## config.mk

```make
export PLATFORM = sky130hd
export DESIGN_NAME = gio_top
export DESIGN_NICKNAME = d
export VERILOG_FILES = /design/src/hdl/gio_pkg.sv /design/src/hdl/gio_top.sv /design/src/hdl/gio_sync.sv
export SDC_FILE = /design/constraint.sdc
export NUM_CORES = 1
export LEC_CHECK = 0
export BUFFER_PORTS_ARGS = -buffer_cell sky130_fd_sc_hd__buf_4
export CORE_MARGIN = 8
export CORE_UTILIZATION = 45
export DETAILED_ROUTE_END_ITERATION = 8
export HOLD_SLACK_MARGIN = 0.15
export PLACE_DENSITY_LB_ADDON = 0.2
export RECOVER_POWER = 25
export SYNTH_ARGS = -nofsm -noshare
export SYNTH_HDL_FRONTEND = slang
export SYNTH_SLANG_ARGS = --single-unit
```

## constraint.sdc

```tcl
create_clock -name MCLK -period 7.8 [get_ports MCLK]
set_input_delay 0.39 -clock MCLK [delete_from_list [all_inputs] [get_ports MCLK]]
set_output_delay 0.39 -clock MCLK [all_outputs]
set_load 0.005 [all_outputs]
```

## src/hdl/gio_pkg.sv

```systemverilog
package gio_pkg;

	// Clock and timing
	localparam int unsigned CLK_HZ             = 20_000_000;
	localparam int unsigned TP_PERIOD_S        = 1;
	localparam int unsigned TP_PERIOD_CYC      = CLK_HZ * TP_PERIOD_S;
	localparam int unsigned TP_WIDTH_MS        = 100;
	localparam int unsigned TP_WIDTH_CYC       = (CLK_HZ / 1000) * TP_WIDTH_MS;
	localparam int unsigned AID_MAX_FREQ_KHZ   = 500;
	localparam int unsigned AID_MIN_PERIOD_CYC = (CLK_HZ + AID_MAX_FREQ_KHZ * 1000 - 1) / (AID_MAX_FREQ_KHZ * 1000);
	localparam int unsigned AID_MIN_PHASE_NS   = 50;
	localparam int unsigned AID_MIN_PHASE_CYC  = (AID_MIN_PHASE_NS * (CLK_HZ / 1_000_000) + 999) / 1000;

	// Widths
	localparam int unsigned RTC_W     = 32;
	localparam int unsigned TP_W      = 32;
	localparam int unsigned AID_W     = 16;
	localparam int unsigned QUEUE_W   = 16;
	localparam int unsigned BKP_AW    = 2;
	localparam int unsigned BKP_DEPTH = 4;
	localparam int unsigned BKP_DW    = 8;
	localparam int unsigned N_EVENT   = 2;

	// Pin positions in the synchroniser vector
	localparam int unsigned PIN_RESET_N = 0;
	localparam int unsigned PIN_EV_LO   = 1;
	localparam int unsigned PIN_DSEL    = 3;
	localparam int unsigned PIN_BOOT    = 4;
	localparam int unsigned PIN_RXD     = 5;
	localparam int unsigned PIN_SDA     = 6;
	localparam int unsigned PIN_SCL     = 7;
	localparam int unsigned N_PINS      = 8;

	// Reset values
	localparam logic [N_PINS-1:0] PIN_IDLE    = 8'hff;
	localparam logic [RTC_W-1:0]  RTC_RST     = 32'h0000_0000;
	localparam logic [TP_W-1:0]   TP_CNT_RST  = 32'h0000_0000;
	localparam logic [AID_W-1:0]  AID_RST     = 16'h0000;
	localparam logic [AID_W-1:0]  AID_CNT_ONE = 16'h0001;
	localparam logic [BKP_DW-1:0] BKP_RD_RST  = 8'h00;

	typedef enum logic [1:0] {
		ST_HOLD,
		ST_CAPTURE,
		ST_RUN
	} gio_state_t;

	typedef struct packed {
		logic [N_EVENT-1:0] event_en;
		logic               wake_en;
		logic               pwr_ctrl_en;
		logic               time_aid_en;
		logic               freq_aid_en;
		logic               psm_active;
		logic               tp_custom;
		logic [TP_W-1:0]    tp_period;
		logic [TP_W-1:0]    tp_width;
		logic               tp2_en;
		logic               txp_en;
		logic               txp_map;
		logic               txp_pol;
		logic [QUEUE_W-1:0] txp_thresh;
	} gio_cfg_t;

	typedef struct packed {
		logic uart_tx;
		logic spi_miso;
		logic ddc_sda_low;
	} gio_ser_in_t;

	typedef struct packed {
		logic uart_rx;
		logic ddc_scl;
		logic ddc_sda;
		logic spi_mosi;
		logic spi_cs_n;
		logic spi_clk;
	} gio_ser_out_t;

endpackage

```

## src/hdl/gio_top.sv

```systemverilog
`timescale 1ns/100ps
`default_nettype none
// Notes on behaviour
// RL1 - Low reset pin resets whole system; input
// RL2 - Pin reset clears RTC, keeps backup RAM
// RL3 - Event inputs ignored until enabled
// RL4 - Enabled events wake receiver, deliver aiding
// RL5 - Power control: event level sets receiver state
// RL6 - Outside low power, event low forces off
// RL7 - Time aiding: capture time on pulse edge
// RL8 - Frequency aiding: max 500 kHz, 50 ns
// RL9 - Strap open UART/DDC, low SPI, exclusive
// RL10 - Serial pins shared per interface strap
// RL11 - Time pulse defaults to one per second
// RL12 - Host keeps boot strap high during reset
// RL13 - Second pulse pin not held low startup
// RL14 - Low power: amplifier enable follows receiver
// RL15 - Transmit pin may show transmit pending
// RL16 - Pending: byte threshold, polarity, default off
// RL17 - Pins pass two flip-flops before use
module gio_top #(
	parameter logic [gio_pkg::TP_W-1:0] TP_PERIOD_DEF = gio_pkg::TP_PERIOD_CYC,
	parameter logic [gio_pkg::TP_W-1:0] TP_WIDTH_DEF  = gio_pkg::TP_WIDTH_CYC
) (
	input  wire logic                          MCLK,
	input  wire logic                          RESET,
	input  wire logic                          RESET_N_PIN,
	input  wire logic                          EXT_EVENT_IN_FIRST,
	input  wire logic                          EXT_EVENT_IN_SECOND,
	input  wire logic                          IFACE_SEL_PIN,
	input  wire logic                          BOOT_MODE_STRAP_LOW_IN,
	output var  logic                          SECOND_PULSE_PIN_OUT,
	output var  logic                          SECOND_PULSE_PIN_OE,
	input  wire logic                          RXD_PIN,
	output var  logic                          TXD_PIN,
	input  wire logic                          SDA_PIN_IN,
	output var  logic                          SDA_PIN_OUT,
	output var  logic                          SDA_PIN_OE,
	input  wire logic                          SCL_PIN,
	input  wire gio_pkg::gio_cfg_t             CFG,
	input  wire logic                          PSM_CYCLE_ON,
	input  wire logic [gio_pkg::QUEUE_W-1:0]   TX_QUEUE_BYTES,
	input  wire gio_pkg::gio_ser_in_t          SER_IN,
	output var  gio_pkg::gio_ser_out_t         SER_OUT,
	input  wire logic                          BKP_WE,
	input  wire logic [gio_pkg::BKP_AW-1:0]    BKP_ADDR,
	input  wire logic [gio_pkg::BKP_DW-1:0]    BKP_WDATA,
	output var  logic [gio_pkg::BKP_DW-1:0]    BKP_RDATA,
	output var  logic                          SYS_RESET,
	output var  logic                          SPI_MODE,
	output var  logic                          SERVICE_BOOT,
	output var  logic                          RX_ON,
	output var  logic                          WAKE,
	output var  logic                          ANTENNA_AMP_ON,
	output var  logic                          TIMEPULSE,
	output var  logic [gio_pkg::N_EVENT-1:0]   TIME_SYNC,
	output var  logic [gio_pkg::RTC_W-1:0]     TIME_CAPT_FIRST,
	output var  logic [gio_pkg::RTC_W-1:0]     TIME_CAPT_SECOND,
	output var  logic [gio_pkg::RTC_W-1:0]     RTC_TIME,
	output var  logic [gio_pkg::AID_W-1:0]     AID_PERIOD,
	output var  logic                          AID_EDGE
);

	logic [gio_pkg::N_PINS-1:0]  pins_raw;
	logic [gio_pkg::N_PINS-1:0]  pins_s;
	logic [gio_pkg::N_EVENT-1:0] ev_s;
	logic                        hw_rst;

	assign pins_raw = {SCL_PIN, SDA_PIN_IN, RXD_PIN, BOOT_MODE_STRAP_LOW_IN, IFACE_SEL_PIN,
	                   EXT_EVENT_IN_SECOND, EXT_EVENT_IN_FIRST, RESET_N_PIN};

	// Only the power-on reset presets these high, so a pin reset cannot lose a strap edge
	gio_sync #(
		.W       (gio_pkg::N_PINS),
		.RST_VAL (gio_pkg::PIN_IDLE)
	) u_sync (
		.clk  (MCLK),
		.rst  (RESET),
		.din  (pins_raw),
		.dout (pins_s)
	); // [RL17]

	assign ev_s   = pins_s[gio_pkg::PIN_EV_LO +: gio_pkg::N_EVENT];
	assign hw_rst = RESET | ~pins_s[gio_pkg::PIN_RESET_N]; // [RL1]

	gio_pkg::gio_state_t                 st_q, st_d;
	logic                                spi_q, spi_d;
	logic                                boot_q, boot_d;
	logic                                sysrst_q, sysrst_d;
	logic [gio_pkg::N_EVENT-1:0]         ev_q, ev_d;
	logic [gio_pkg::N_EVENT-1:0]         tsync_q, tsync_d;
	logic [gio_pkg::RTC_W-1:0]           rtc_q, rtc_d;
	logic [gio_pkg::RTC_W-1:0]           capt_q [gio_pkg::N_EVENT];
	logic [gio_pkg::RTC_W-1:0]           capt_d [gio_pkg::N_EVENT];
	logic [gio_pkg::AID_W-1:0]           per_cnt_q, per_cnt_d;
	logic [gio_pkg::AID_W-1:0]           aid_per_q, aid_per_d;
	logic                                aid_edge_q, aid_edge_d;
	logic                                rx_on_q, rx_on_d;
	logic                                wake_q, wake_d;
	logic                                amp_q, amp_d;
	logic [gio_pkg::TP_W-1:0]            tp_cnt_q, tp_cnt_d;
	logic                                tp_q, tp_d;
	logic                                tp2_out_q, tp2_out_d;
	logic                                tp2_oe_q, tp2_oe_d;
	logic                                txd_q, txd_d;
	logic                                sda_oe_q, sda_oe_d;
	gio_pkg::gio_ser_out_t               ser_q, ser_d;

	logic                                run;
	logic [gio_pkg::N_EVENT-1:0]         ev_en;
	logic [gio_pkg::N_EVENT-1:0]         rise;
	logic [gio_pkg::TP_W-1:0]            tp_per;
	logic [gio_pkg::TP_W-1:0]            tp_wid;
	logic                                txp_act;
	logic                                rxd_s, sda_s, scl_s;

	always_comb begin
		run     = (st_q == gio_pkg::ST_RUN);
		ev_en   = CFG.event_en & {gio_pkg::N_EVENT{run}}; // [RL3]
		rise    = ev_s & ~ev_q & ev_en;
		rxd_s   = pins_s[gio_pkg::PIN_RXD];
		sda_s   = pins_s[gio_pkg::PIN_SDA];
		scl_s   = pins_s[gio_pkg::PIN_SCL];
		tp_per  = CFG.tp_custom ? CFG.tp_period : TP_PERIOD_DEF; // [RL11]
		tp_wid  = CFG.tp_custom ? CFG.tp_width : TP_WIDTH_DEF;
		txp_act = run & CFG.txp_en & (TX_QUEUE_BYTES != '0) & (TX_QUEUE_BYTES >= CFG.txp_thresh); // [RL16]

		st_d     = st_q;
		spi_d    = spi_q;
		boot_d   = boot_q;
		sysrst_d = 1'b0;
		case (st_q)
			gio_pkg::ST_HOLD: begin
				st_d = gio_pkg::ST_CAPTURE;
			end
			gio_pkg::ST_CAPTURE: begin
				// Straps are caught once, after reset has gone away
				spi_d  = ~pins_s[gio_pkg::PIN_DSEL]; // [RL9]
				boot_d = ~pins_s[gio_pkg::PIN_BOOT]; // [RL12]
				st_d   = gio_pkg::ST_RUN;
			end
			gio_pkg::ST_RUN: begin
				st_d = gio_pkg::ST_RUN;
			end
			default: begin
				st_d = gio_pkg::ST_HOLD;
			end
		endcase

		ev_d = ev_s;
		rtc_d = rtc_q + 1'b1;
		tsync_d = '0;
		for (int i = 0; i < gio_pkg::N_EVENT; i++) begin
			capt_d[i] = capt_q[i];
			if (CFG.time_aid_en & rise[i]) begin
				capt_d[i]  = rtc_q; // [RL7]
				tsync_d[i] = 1'b1;
			end
		end

		// Period is measured in clock cycles; a 50 ns phase is one cycle, the floor of this clock
		aid_edge_d = 1'b0;
		aid_per_d  = aid_per_q;
		per_cnt_d  = per_cnt_q;
		if (ev_en[0] & CFG.freq_aid_en) begin
			if (rise[0]) begin
				aid_per_d  = per_cnt_q; // [RL8]
				aid_edge_d = 1'b1;
				per_cnt_d  = gio_pkg::AID_CNT_ONE;
			end else if (per_cnt_q != '1) begin
				per_cnt_d = per_cnt_q + 1'b1;
			end
		end else begin
			per_cnt_d = gio_pkg::AID_RST;
		end

		wake_d = CFG.psm_active & CFG.wake_en & (|rise); // [RL4]
		if (ev_en[0] & CFG.pwr_ctrl_en) begin
			rx_on_d = ev_s[0]; // [RL5] [RL6]
		end else begin
			rx_on_d = CFG.psm_active ? PSM_CYCLE_ON : 1'b1;
		end
		amp_d = CFG.psm_active ? rx_on_d : 1'b1; // [RL14]

		if (tp_cnt_q + 1'b1 >= tp_per) begin
			tp_cnt_d = gio_pkg::TP_CNT_RST;
		end else begin
			tp_cnt_d = tp_cnt_q + 1'b1;
		end
		tp_d = run & (tp_cnt_d < tp_wid); // [RL11]
		// Pin stays released until enabled, so the strap reads clean at start-up
		tp2_oe_d  = run & CFG.tp2_en; // [RL13]
		tp2_out_d = tp_d;

		// Both interfaces never see the pins at once
		if (spi_q) begin
			txd_d        = SER_IN.spi_miso; // [RL10]
			sda_oe_d     = 1'b0;
			ser_d        = '{uart_rx: 1'b1, ddc_scl: 1'b1, ddc_sda: 1'b1,
			                 spi_mosi: rxd_s, spi_cs_n: sda_s, spi_clk: scl_s}; // [RL9]
		end else begin
			txd_d        = CFG.txp_map ? (txp_act ~^ CFG.txp_pol) : SER_IN.uart_tx; // [RL15]
			sda_oe_d     = SER_IN.ddc_sda_low;
			ser_d        = '{uart_rx: rxd_s, ddc_scl: scl_s, ddc_sda: sda_s,
			                 spi_mosi: 1'b0, spi_cs_n: 1'b1, spi_clk: 1'b0}; // [RL10]
		end
		if (!run) begin
			txd_d    = 1'b1;
			sda_oe_d = 1'b0;
		end
	end

	always_ff @(posedge MCLK) begin
		if (hw_rst) begin
			st_q       <= gio_pkg::ST_HOLD;
			spi_q      <= 1'b0;
			boot_q     <= 1'b0;
			sysrst_q   <= 1'b1;
			ev_q       <= '1;
			tsync_q    <= '0;
			rtc_q      <= gio_pkg::RTC_RST; // [RL2]
			capt_q[0]  <= gio_pkg::RTC_RST;
			capt_q[1]  <= gio_pkg::RTC_RST;
			per_cnt_q  <= gio_pkg::AID_RST;
			aid_per_q  <= gio_pkg::AID_RST;
			aid_edge_q <= 1'b0;
			rx_on_q    <= 1'b0;
			wake_q     <= 1'b0;
			amp_q      <= 1'b0;
			tp_cnt_q   <= gio_pkg::TP_CNT_RST;
			tp_q       <= 1'b0;
			tp2_out_q  <= 1'b0;
			tp2_oe_q   <= 1'b0;
			txd_q      <= 1'b1;
			sda_oe_q   <= 1'b0;
			ser_q      <= '{uart_rx: 1'b1, ddc_scl: 1'b1, ddc_sda: 1'b1,
			                spi_mosi: 1'b0, spi_cs_n: 1'b1, spi_clk: 1'b0};
		end else begin
			st_q       <= st_d;
			spi_q      <= spi_d;
			boot_q     <= boot_d;
			sysrst_q   <= sysrst_d;
			ev_q       <= ev_d;
			tsync_q    <= tsync_d;
			rtc_q      <= rtc_d;
			capt_q[0]  <= capt_d[0];
			capt_q[1]  <= capt_d[1];
			per_cnt_q  <= per_cnt_d;
			aid_per_q  <= aid_per_d;
			aid_edge_q <= aid_edge_d;
			rx_on_q    <= rx_on_d;
			wake_q     <= wake_d;
			amp_q      <= amp_d;
			tp_cnt_q   <= tp_cnt_d;
			tp_q       <= tp_d;
			tp2_out_q  <= tp2_out_d;
			tp2_oe_q   <= tp2_oe_d;
			txd_q      <= txd_d;
			sda_oe_q   <= sda_oe_d;
			ser_q      <= ser_d;
		end
	end

	// Backup RAM: only power-on reset blocks it, the reset pin leaves contents alone
	logic [gio_pkg::BKP_DW-1:0] bkp_q [gio_pkg::BKP_DEPTH];
	logic [gio_pkg::BKP_DW-1:0] bkp_d [gio_pkg::BKP_DEPTH];
	logic [gio_pkg::BKP_DW-1:0] bkp_rd_q, bkp_rd_d;

	always_comb begin
		for (int i = 0; i < gio_pkg::BKP_DEPTH; i++) begin
			bkp_d[i] = bkp_q[i];
		end
		if (BKP_WE) begin
			bkp_d[BKP_ADDR] = BKP_WDATA; // [RL2]
		end
		bkp_rd_d = bkp_q[BKP_ADDR];
	end

	always_ff @(posedge MCLK) begin
		if (RESET) begin
			bkp_rd_q <= gio_pkg::BKP_RD_RST;
		end else begin
			bkp_rd_q <= bkp_rd_d;
			for (int i = 0; i < gio_pkg::BKP_DEPTH; i++) begin
				bkp_q[i] <= bkp_d[i];
			end
		end
	end

	assign SYS_RESET            = sysrst_q;
	assign SPI_MODE             = spi_q;
	assign SERVICE_BOOT         = boot_q;
	assign RX_ON                = rx_on_q;
	assign WAKE                 = wake_q;
	assign ANTENNA_AMP_ON       = amp_q;
	assign TIMEPULSE            = tp_q;
	assign SECOND_PULSE_PIN_OUT = tp2_out_q;
	assign SECOND_PULSE_PIN_OE  = tp2_oe_q;
	assign TIME_SYNC            = tsync_q;
	assign TIME_CAPT_FIRST      = capt_q[0];
	assign TIME_CAPT_SECOND     = capt_q[1];
	assign RTC_TIME             = rtc_q;
	assign AID_PERIOD           = aid_per_q;
	assign AID_EDGE             = aid_edge_q;
	assign TXD_PIN              = txd_q;
	assign SDA_PIN_OUT          = 1'b0;
	assign SDA_PIN_OE           = sda_oe_q;
	assign SER_OUT              = ser_q;
	assign BKP_RDATA            = bkp_rd_q;

endmodule // gio_top
`default_nettype wire

```

## src/hdl/gio_sync.sv

```systemverilog
`timescale 1ns/100ps
`default_nettype none
module gio_sync #(
	parameter int unsigned      W       = 1,
	parameter logic [W-1:0]     RST_VAL = '0
) (
	input  wire logic         clk,
	input  wire logic         rst,
	input  wire logic [W-1:0] din,
	output var  logic [W-1:0] dout
);

	logic [W-1:0] meta_q;
	logic [W-1:0] meta_d;
	logic [W-1:0] sync_q;
	logic [W-1:0] sync_d;

	genvar i;
	generate
		for (i = 0; i < W; i++) begin : g_bit
			always_comb begin
				meta_d[i] = din[i];
				sync_d[i] = meta_q[i];
			end
			always_ff @(posedge clk) begin
				if (rst) begin
					meta_q[i] <= RST_VAL[i];
					sync_q[i] <= RST_VAL[i];
				end else begin
					meta_q[i] <= meta_d[i];
					sync_q[i] <= sync_d[i];
				end
			end
		end
	endgenerate

	assign dout = sync_q;

endmodule // gio_sync
`default_nettype wire

```

Yosys cells after proc, flatten, opt, wreduce, memory -nomap -nowiden
Memories as Yosys holds them, arrays and structs flattened. A register that Yosys moved wholly into a read port is not among the register bits.
Cells that the tools add are included.
{"block": "op_classes", "n_addsub": 3, "n_lt_le_gt_ge": 5, "eq_ne": 3, "n_mux": 26, "bitwise_logic": 26, "reduce_logical": 13}
{"cell": "two-way mux 32 bit", "n": 8}
{"cell": "adder 32 x 1 -> 32 bit, second input constant", "n": 2}
{"cell": "bitwise mux 32 bit", "n": 1}
{"cell": ">= comparator 32 bit", "n": 1}
{"cell": "less-than comparator 32 bit", "n": 1}
{"cell": "adder 16 x 1 -> 16 bit, second input constant", "n": 1}
{"cell": "demux 8 bit (select 2 bit)", "n": 1}
{"cell": ">= comparator 16 bit", "n": 1}
{"cell": "inequality test 16 bit, second input constant", "n": 1}
{"cell": "nonzero test 16 bit", "n": 1}
{"cell": "two-way mux 1 bit", "n": 14}
{"cell": "OR reduction 2 bit", "n": 6}
{"cell": "bitwise AND 1 bit", "n": 11}
{"cell": "two-way mux 8 bit", "n": 1}
{"cell": "bitwise AND 2 bit", "n": 3}
{"cell": "inverter 1 bit", "n": 6}
{"cell": "OR reduction 3 bit", "n": 2}
{"cell": "case mux 2 bit (2 select lines)", "n": 1}
{"cell": ">= comparator 3 bit, second input constant", "n": 1}
{"cell": "less-than comparator 3 x 1 -> 1 bit, second input constant", "n": 1}
{"cell": "inverter 2 -> 3 bit", "n": 1}
{"cell": "OR 1 bit", "n": 3}
{"cell": "equality test 2 x 1 -> 1 bit, second input constant", "n": 1}
{"cell": "equality test 2 bit, second input constant", "n": 1}
{"cell": "6 further kinds", "n": 6}
{"block": "word_totals", "ff_bits": 135, "ramBits": 96, "output_inout_bits": 141, "word_cells": 119, "mem_count": 2}
{"memory": "capt_q", "words": 2, "word_bits": 32, "read_ports": 2, "rd_clocked_by_memory_dff": 0, "wr": 2, "line": "gio_top.sv:93", "rtl": "logic [gio_pkg::RTC_W-1:0] capt_q [gio_pkg::N_EVENT];"}
{"memory": "bkp_q", "words": 4, "word_bits": 8, "read_ports": 5, "rd_clocked_by_memory_dff": 1, "wr": 4, "line": "gio_top.sv:265", "rtl": "logic [gio_pkg::BKP_DW-1:0] bkp_q [gio_pkg::BKP_DEPTH];"}

Depth between registers and ports, before layout
{"block": "depth", "word_depth": 7, "mapped_depth": 27, "depth_no_buf": 25}

Hierarchy
A second synthesis with hierarchy kept.
{"block": "unflattened", "hier_cells": 1276, "hier_area_um2": 11335.9}
{"mod": "gio_top", "n_inst": 1, "cells_each": 1243, "area_per_inst_um2": 10904.2}
{"mod": "gio_sync", "n_inst": 1, "cells_each": 33, "area_per_inst_um2": 431.7}

Worst setup path before layout
Ideal clock, no wire load.
{"block": "synth_path", "kind": "register -> register", "startpoint": "register tp_cnt_q[0] in the netlist's numbering", "endpoint": "register tp2_out_q (netlist: SECOND_PULSE_PIN_OUT)", "setup_ns": 0.081, "arrival_time_ns": 4.461, "path_slack_ns": 3.258, "path_stages_with_launch": 25, "n_path_buf": 2, "path_cell_list": "dfxtp_1 -> ha_1 -> and3_1 -> nand2_1 -> nor2_1 -> and3_1 -> nand3_1 -> xor2_1 -> inv_1 -> ha_1 -> and4_1 -> a221oi_1 -> o21ai_0 -> o21a_1 -> or2_2 -> clkbuf_1 -> buf_2 -> nor2_1 -> ha_1 -> a2111oi_0 -> o21ai_0 -> o2111ai_1 -> nand2_1 -> a21o_1 -> a41oi_1"}
{"block": "synth_between", "elab_chain_cells": 5}
{"item": "start: declaration", "line": "gio_top.sv:101", "rtl": "logic [gio_pkg::TP_W-1:0] tp_cnt_q, tp_cnt_d;"}
{"item": "start signal: assignment", "line": "gio_top.sv:230", "rtl": "tp_cnt_q <= gio_pkg::TP_CNT_RST;"}
{"item": "start signal: assignment", "line": "gio_top.sv:254", "rtl": "tp_cnt_q <= tp_cnt_d;"}
{"item": "adder 32 x 1 -> 32 bit (*)", "line": "gio_top.sv:185, gio_top.sv:188"}
{"item": ">= comparator 32 bit", "line": "gio_top.sv:185", "rtl": "if (tp_cnt_q + 1'b1 >= tp_per) begin"}
{"item": "two-way mux 32 bit (*)", "line": "gio_top.sv:185"}
{"item": "net tp_cnt_d, one bit", "line": "gio_top.sv:101"}
{"item": "less-than comparator 32 bit (*)", "line": "gio_top.sv:190", "rtl": "tp_d = run & (tp_cnt_d < tp_wid);"}
{"item": "bitwise AND 1 bit (*)", "line": "gio_top.sv:190"}
{"item": "end signal: assignment", "line": "gio_top.sv:256", "rtl": "tp2_out_q <= tp2_out_d;"}
{"item": "end: declaration", "line": "gio_top.sv:103", "rtl": "logic tp2_out_q, tp2_out_d;"}
The timed path passes the listed nets; every way through them passes the cells marked *.
A chain may end at the register's enable or synchronous reset.

Worst setup path in the final report
Ends and elaborated chain as after synthesis.

==> results.md <==
- Status: finished, final reports clean
- WL/cell: about 16 µm
- Cell row count: between 50 and 60
- Syn Area/Cell: 8.951 µm²
- DRC: 0
- CP bufs+invs: 1
- Final count of negative-setup-slack endpoints: 0
- Port bufs: 272
- Synth top area share: 36.83%
- XOR/XNOR Fraction of Synth Area: 5.371%
- Non-filler cells, final: between 1500 and 2000
- Cells after Synth: 1257
- Via-to-Cell Ratio: around 5.0
- Vias: 9373
- Vias in the first global route: 9487
- Commonest cells in the netlist: 252 x nand2_1, 207 x dfxtp_1, 108 x a21oi_1, 102 x nor2_1, 86 x ha_1
- Clk Latency, worst-skew pair: 0.52 ns
- ANT nets after route: 0
- Lkg Pwr: roughly 0.0063 µW
- Root buffer cell: clkbuf_16
- Sequential area share after synthesis: between 40 and 50%
- Worst path required time: 8.24 ns
- Max rail drop VDD: 0.2427 mV
- P&R area growth vs syn: 28.44%
- Total negative setup slack: 0 ns
- Top Ports: 274
- DR pass1 iterations: 5
- Starting Density: between 40% and 50%
- Synth area leader: dfxtp_1
- Iteration-0 DRC Markers: 421
- Worst path depth: 24
- Cts bufs inserted: 27
- Max-Slew Margin vs Limit: a little over a fifth
- Post-synth cell types: 61
- Finished Cell Area: 14450 µm²
- Final Hold Vio Count: 0
- Routed WL: 29670 µm
- DP Wirelength: 22080 µm
- Clock Sinks: roughly 240
- Syn nets: 1476
- H-Tree Depth: 1
- Setup CP Type: reg2reg
- Die height: 174.1 µm
- Die X: between 150 and 200 µm
- Most common cell in the netlist: nand2_1
- Tightest Pin Transition: 1.184 ns
- Initial antenna violation count: 2
- Critical Path Max Stage Delay: 0.54 ns
- HP Class: in2reg
- Global-route wire length before repair: 48620 µm
- Fmax: approximately 180 MHz
- Share of post-route cells with drive strength above 1: 24.16%
- Ys Warns: 0
- Total grt overflow: 0
- Largest family of logic cells by synthesized area: simple AND/OR/NAND/NOR gates
- DP Area: 13450 µm²
- Post-Synth Simple-Gate Area: 25.08%
- FF+latch count, synth: about 240
- Post-synthesis compound-gate area fraction: 8.363%
- Final period utilization: 69.80%
- Reg2reg path depth: 24
- CP max-delay cell: or2_2
- Crit path max-delay family: simple AND/OR/NAND/NOR gates
- Synth Area in Adders: 9.564%
- Fin crit period: ~5.4 ns
- Hold path depth: 3
- DP Cell Count: 1804
- RSZ-0062 raised after global routing: false
- CTS tree: built
- Arrival time worst endpoint: 5.88 ns
- Gr usage total: a little under a fifth
- Crit-path cells: ha_1 -> and3_1 -> nand2_1 -> nor2_1 -> and3_1 -> nand3_1 -> xor2_1 -> inv_1 -> ha_1 -> and4_1 -> a221oi_1 -> o21ai_0 -> o21a_1 -> or2_2 -> nor2_1 -> ha_1 -> a21oi_1 -> nor2_1 -> a211oi_1 -> o21ai_0 -> nor3_1 -> nand2_1 -> a21o_1 -> a41oi_1
- Cell area power density: 183.6 nW/µm²
- Pwr Total: 2652 µW
- Slew Viols, Final: 0
- Reg clk slew, reported paths: approximately 0.06 ns
- Routability cong.: 0.8268
- Core box area: 24890 µm²
- Synth Flop Type: dfxtp_1
- Critical Path End Type: flop
- Async set or reset register ratio after synthesis: 0%
- Critical Path Source Type: flop
- CP max FO: 31
- Synthesized area: ~11000 µm²
- Synth area leaders: dfxtp_1 37%, ha_1 9.6%, edfxtp_1 8.5%, nand2_1 8.4%, a21oi_1 4.8%
- PostCTS Resize Cnt: 0
- Clock Path Buffers: 3
- Die area: 30320 µm²
- Max cap viols: 0
- Largest net degree at the start of global routing: 90
- Mux cell area share after synthesis: 1.690%
- Setup Skew: 0.01415 ns
- FILL cells: 2268
- EDFF count, synth: 32
- Final #Nets: between 1500 and 2000
==> worst min-delay path, delay by kind of cell <==
family | cells | cell delay (ns)
buffers and inverters | 1 | 0.12
AOI/OAI and AO/OA | 1 | 0.07
and+or+nand+nor | 1 | 0.10
==> logic make-up (layout without fill, tap and decap cells) <==
group | Yosys count | after routing
multiplexers | 9 | 9
XOR/XNOR | 69 | 69
buffers and inverters | 116 | 403
AO/OA/AOI/OAI | 164 | 164
other | 1 | 3
flip-flops | 239 | 239
AND/OR/NAND/NOR | 573 | 573
adder cells (fa/ha/maj) | 86 | 86
==> layer usage <==
| metal | GRT usage (%) | routed length (µm) | vias to the layer above |
|---|---|---|---|
| met5 | 0 | 0 | - |
| met4 | 4.239 | 396 | 0 |
| met3 | 4.773 | 1974 | 34 |
| met2 | 32.80 | 14390 | 229 |
| met1 | 23.61 | 12910 | 4356 |
| li1 | - | - | 4754 |
==> timing repair <==
item | 4_1_cts | 5_1_grt
endpoints found under the hold margin | 45 | 0
buffers inserted | 0 | 0
hold buffers | 22 | 0
==> sequential cells by signal (all words and copies together), names as in the netlist, 2 cells and up <==
name,flops
ev_q,2
capt_q,64
u_sync.dout,8
st_q,2
per_cnt_q,16
tp_cnt_q,32
bkp_q,32
BKP_RDATA,8
SER_OUT,6
AID_PERIOD,16
TIME_SYNC,2
u_sync.meta_q,8
RTC_TIME,32
==> cell type report <==
type | count | area, µm² | area share, %
flip-flops and latches | 239 | 5105 | 35.33
clock buffers | 38 | 757.0 | 5.239
inverters | 54 | 203.9 | 1.411
clock inverters | 10 | 55.05 | 0.3810
multi-input cells | 902 | 5638 | 39.02
diodes | 2 | 5.005 | 0.03464
repair buffers | 301 | 2273 | 15.73
well taps | 330 | 412.9 | 2.857
==> per-stage QoR <==
step	setup WS [ns]	hold WS (ns)	util (%)
2_1_floorplan	3.258	0.3895	-
3_3_place_gp	2.590	0.3953	54.05
3_5_place_dp	2.419	0.3928	54.05
4_1_cts	2.350	0.1935	58.20
5_1_grt	1.954	0.2071	58.05
6_report	2.355	0.2145	58.05
==> path summary, 6_finish.rpt <==
| path | end | startpoint | slack [ns] |
|---|---|---|---|
| worst max-delay path | SECOND_PULSE_PIN_OUT$_SDFF_PP0_ | tp_cnt_q[0]$_SDFF_PP0_ | 2.36 |
| worst min-delay path | per_cnt_q[0]$_SDFFE_PP0P_ | CFG[90] | 0.21 |
| worst max register to register | SECOND_PULSE_PIN_OUT$_SDFF_PP0_ | tp_cnt_q[0]$_SDFF_PP0_ | 2.36 |
| worst min register to register | u_sync.dout[3]$_SDFF_PP1_ | u_sync.meta_q[3]$_SDFF_PP1_ | 0.41 |
==> cells in the final DEF (no fill, tap or decap), drive strengths merged, types with 5 or more instances in the layout <==
master         n
nor4           6
nor2         130
nand4         24
nand3         41
o21ai         21
nand2        252
and2           6
ha            86
and4          10
and3          20
or3            9
or2           19
edfxtp        32
clkinv        10
xor2          48
a211oi        10
inv           54
nor3b          5
nor2b         31
clkbuf        64
dfxtp        207
nor3           8
xnor2         21
buf          253
mux4           8
a21o          10
dlygate4sd3   22
a21oi        108
nand2b         6
==> report_power, final <==
part | switching [µW] | internal (µW)
sequential | 12.8 | 1270
combinational | 103 | 109
clock | 485 | 673
No activity file was read; power rests on OpenSTA's default activity.
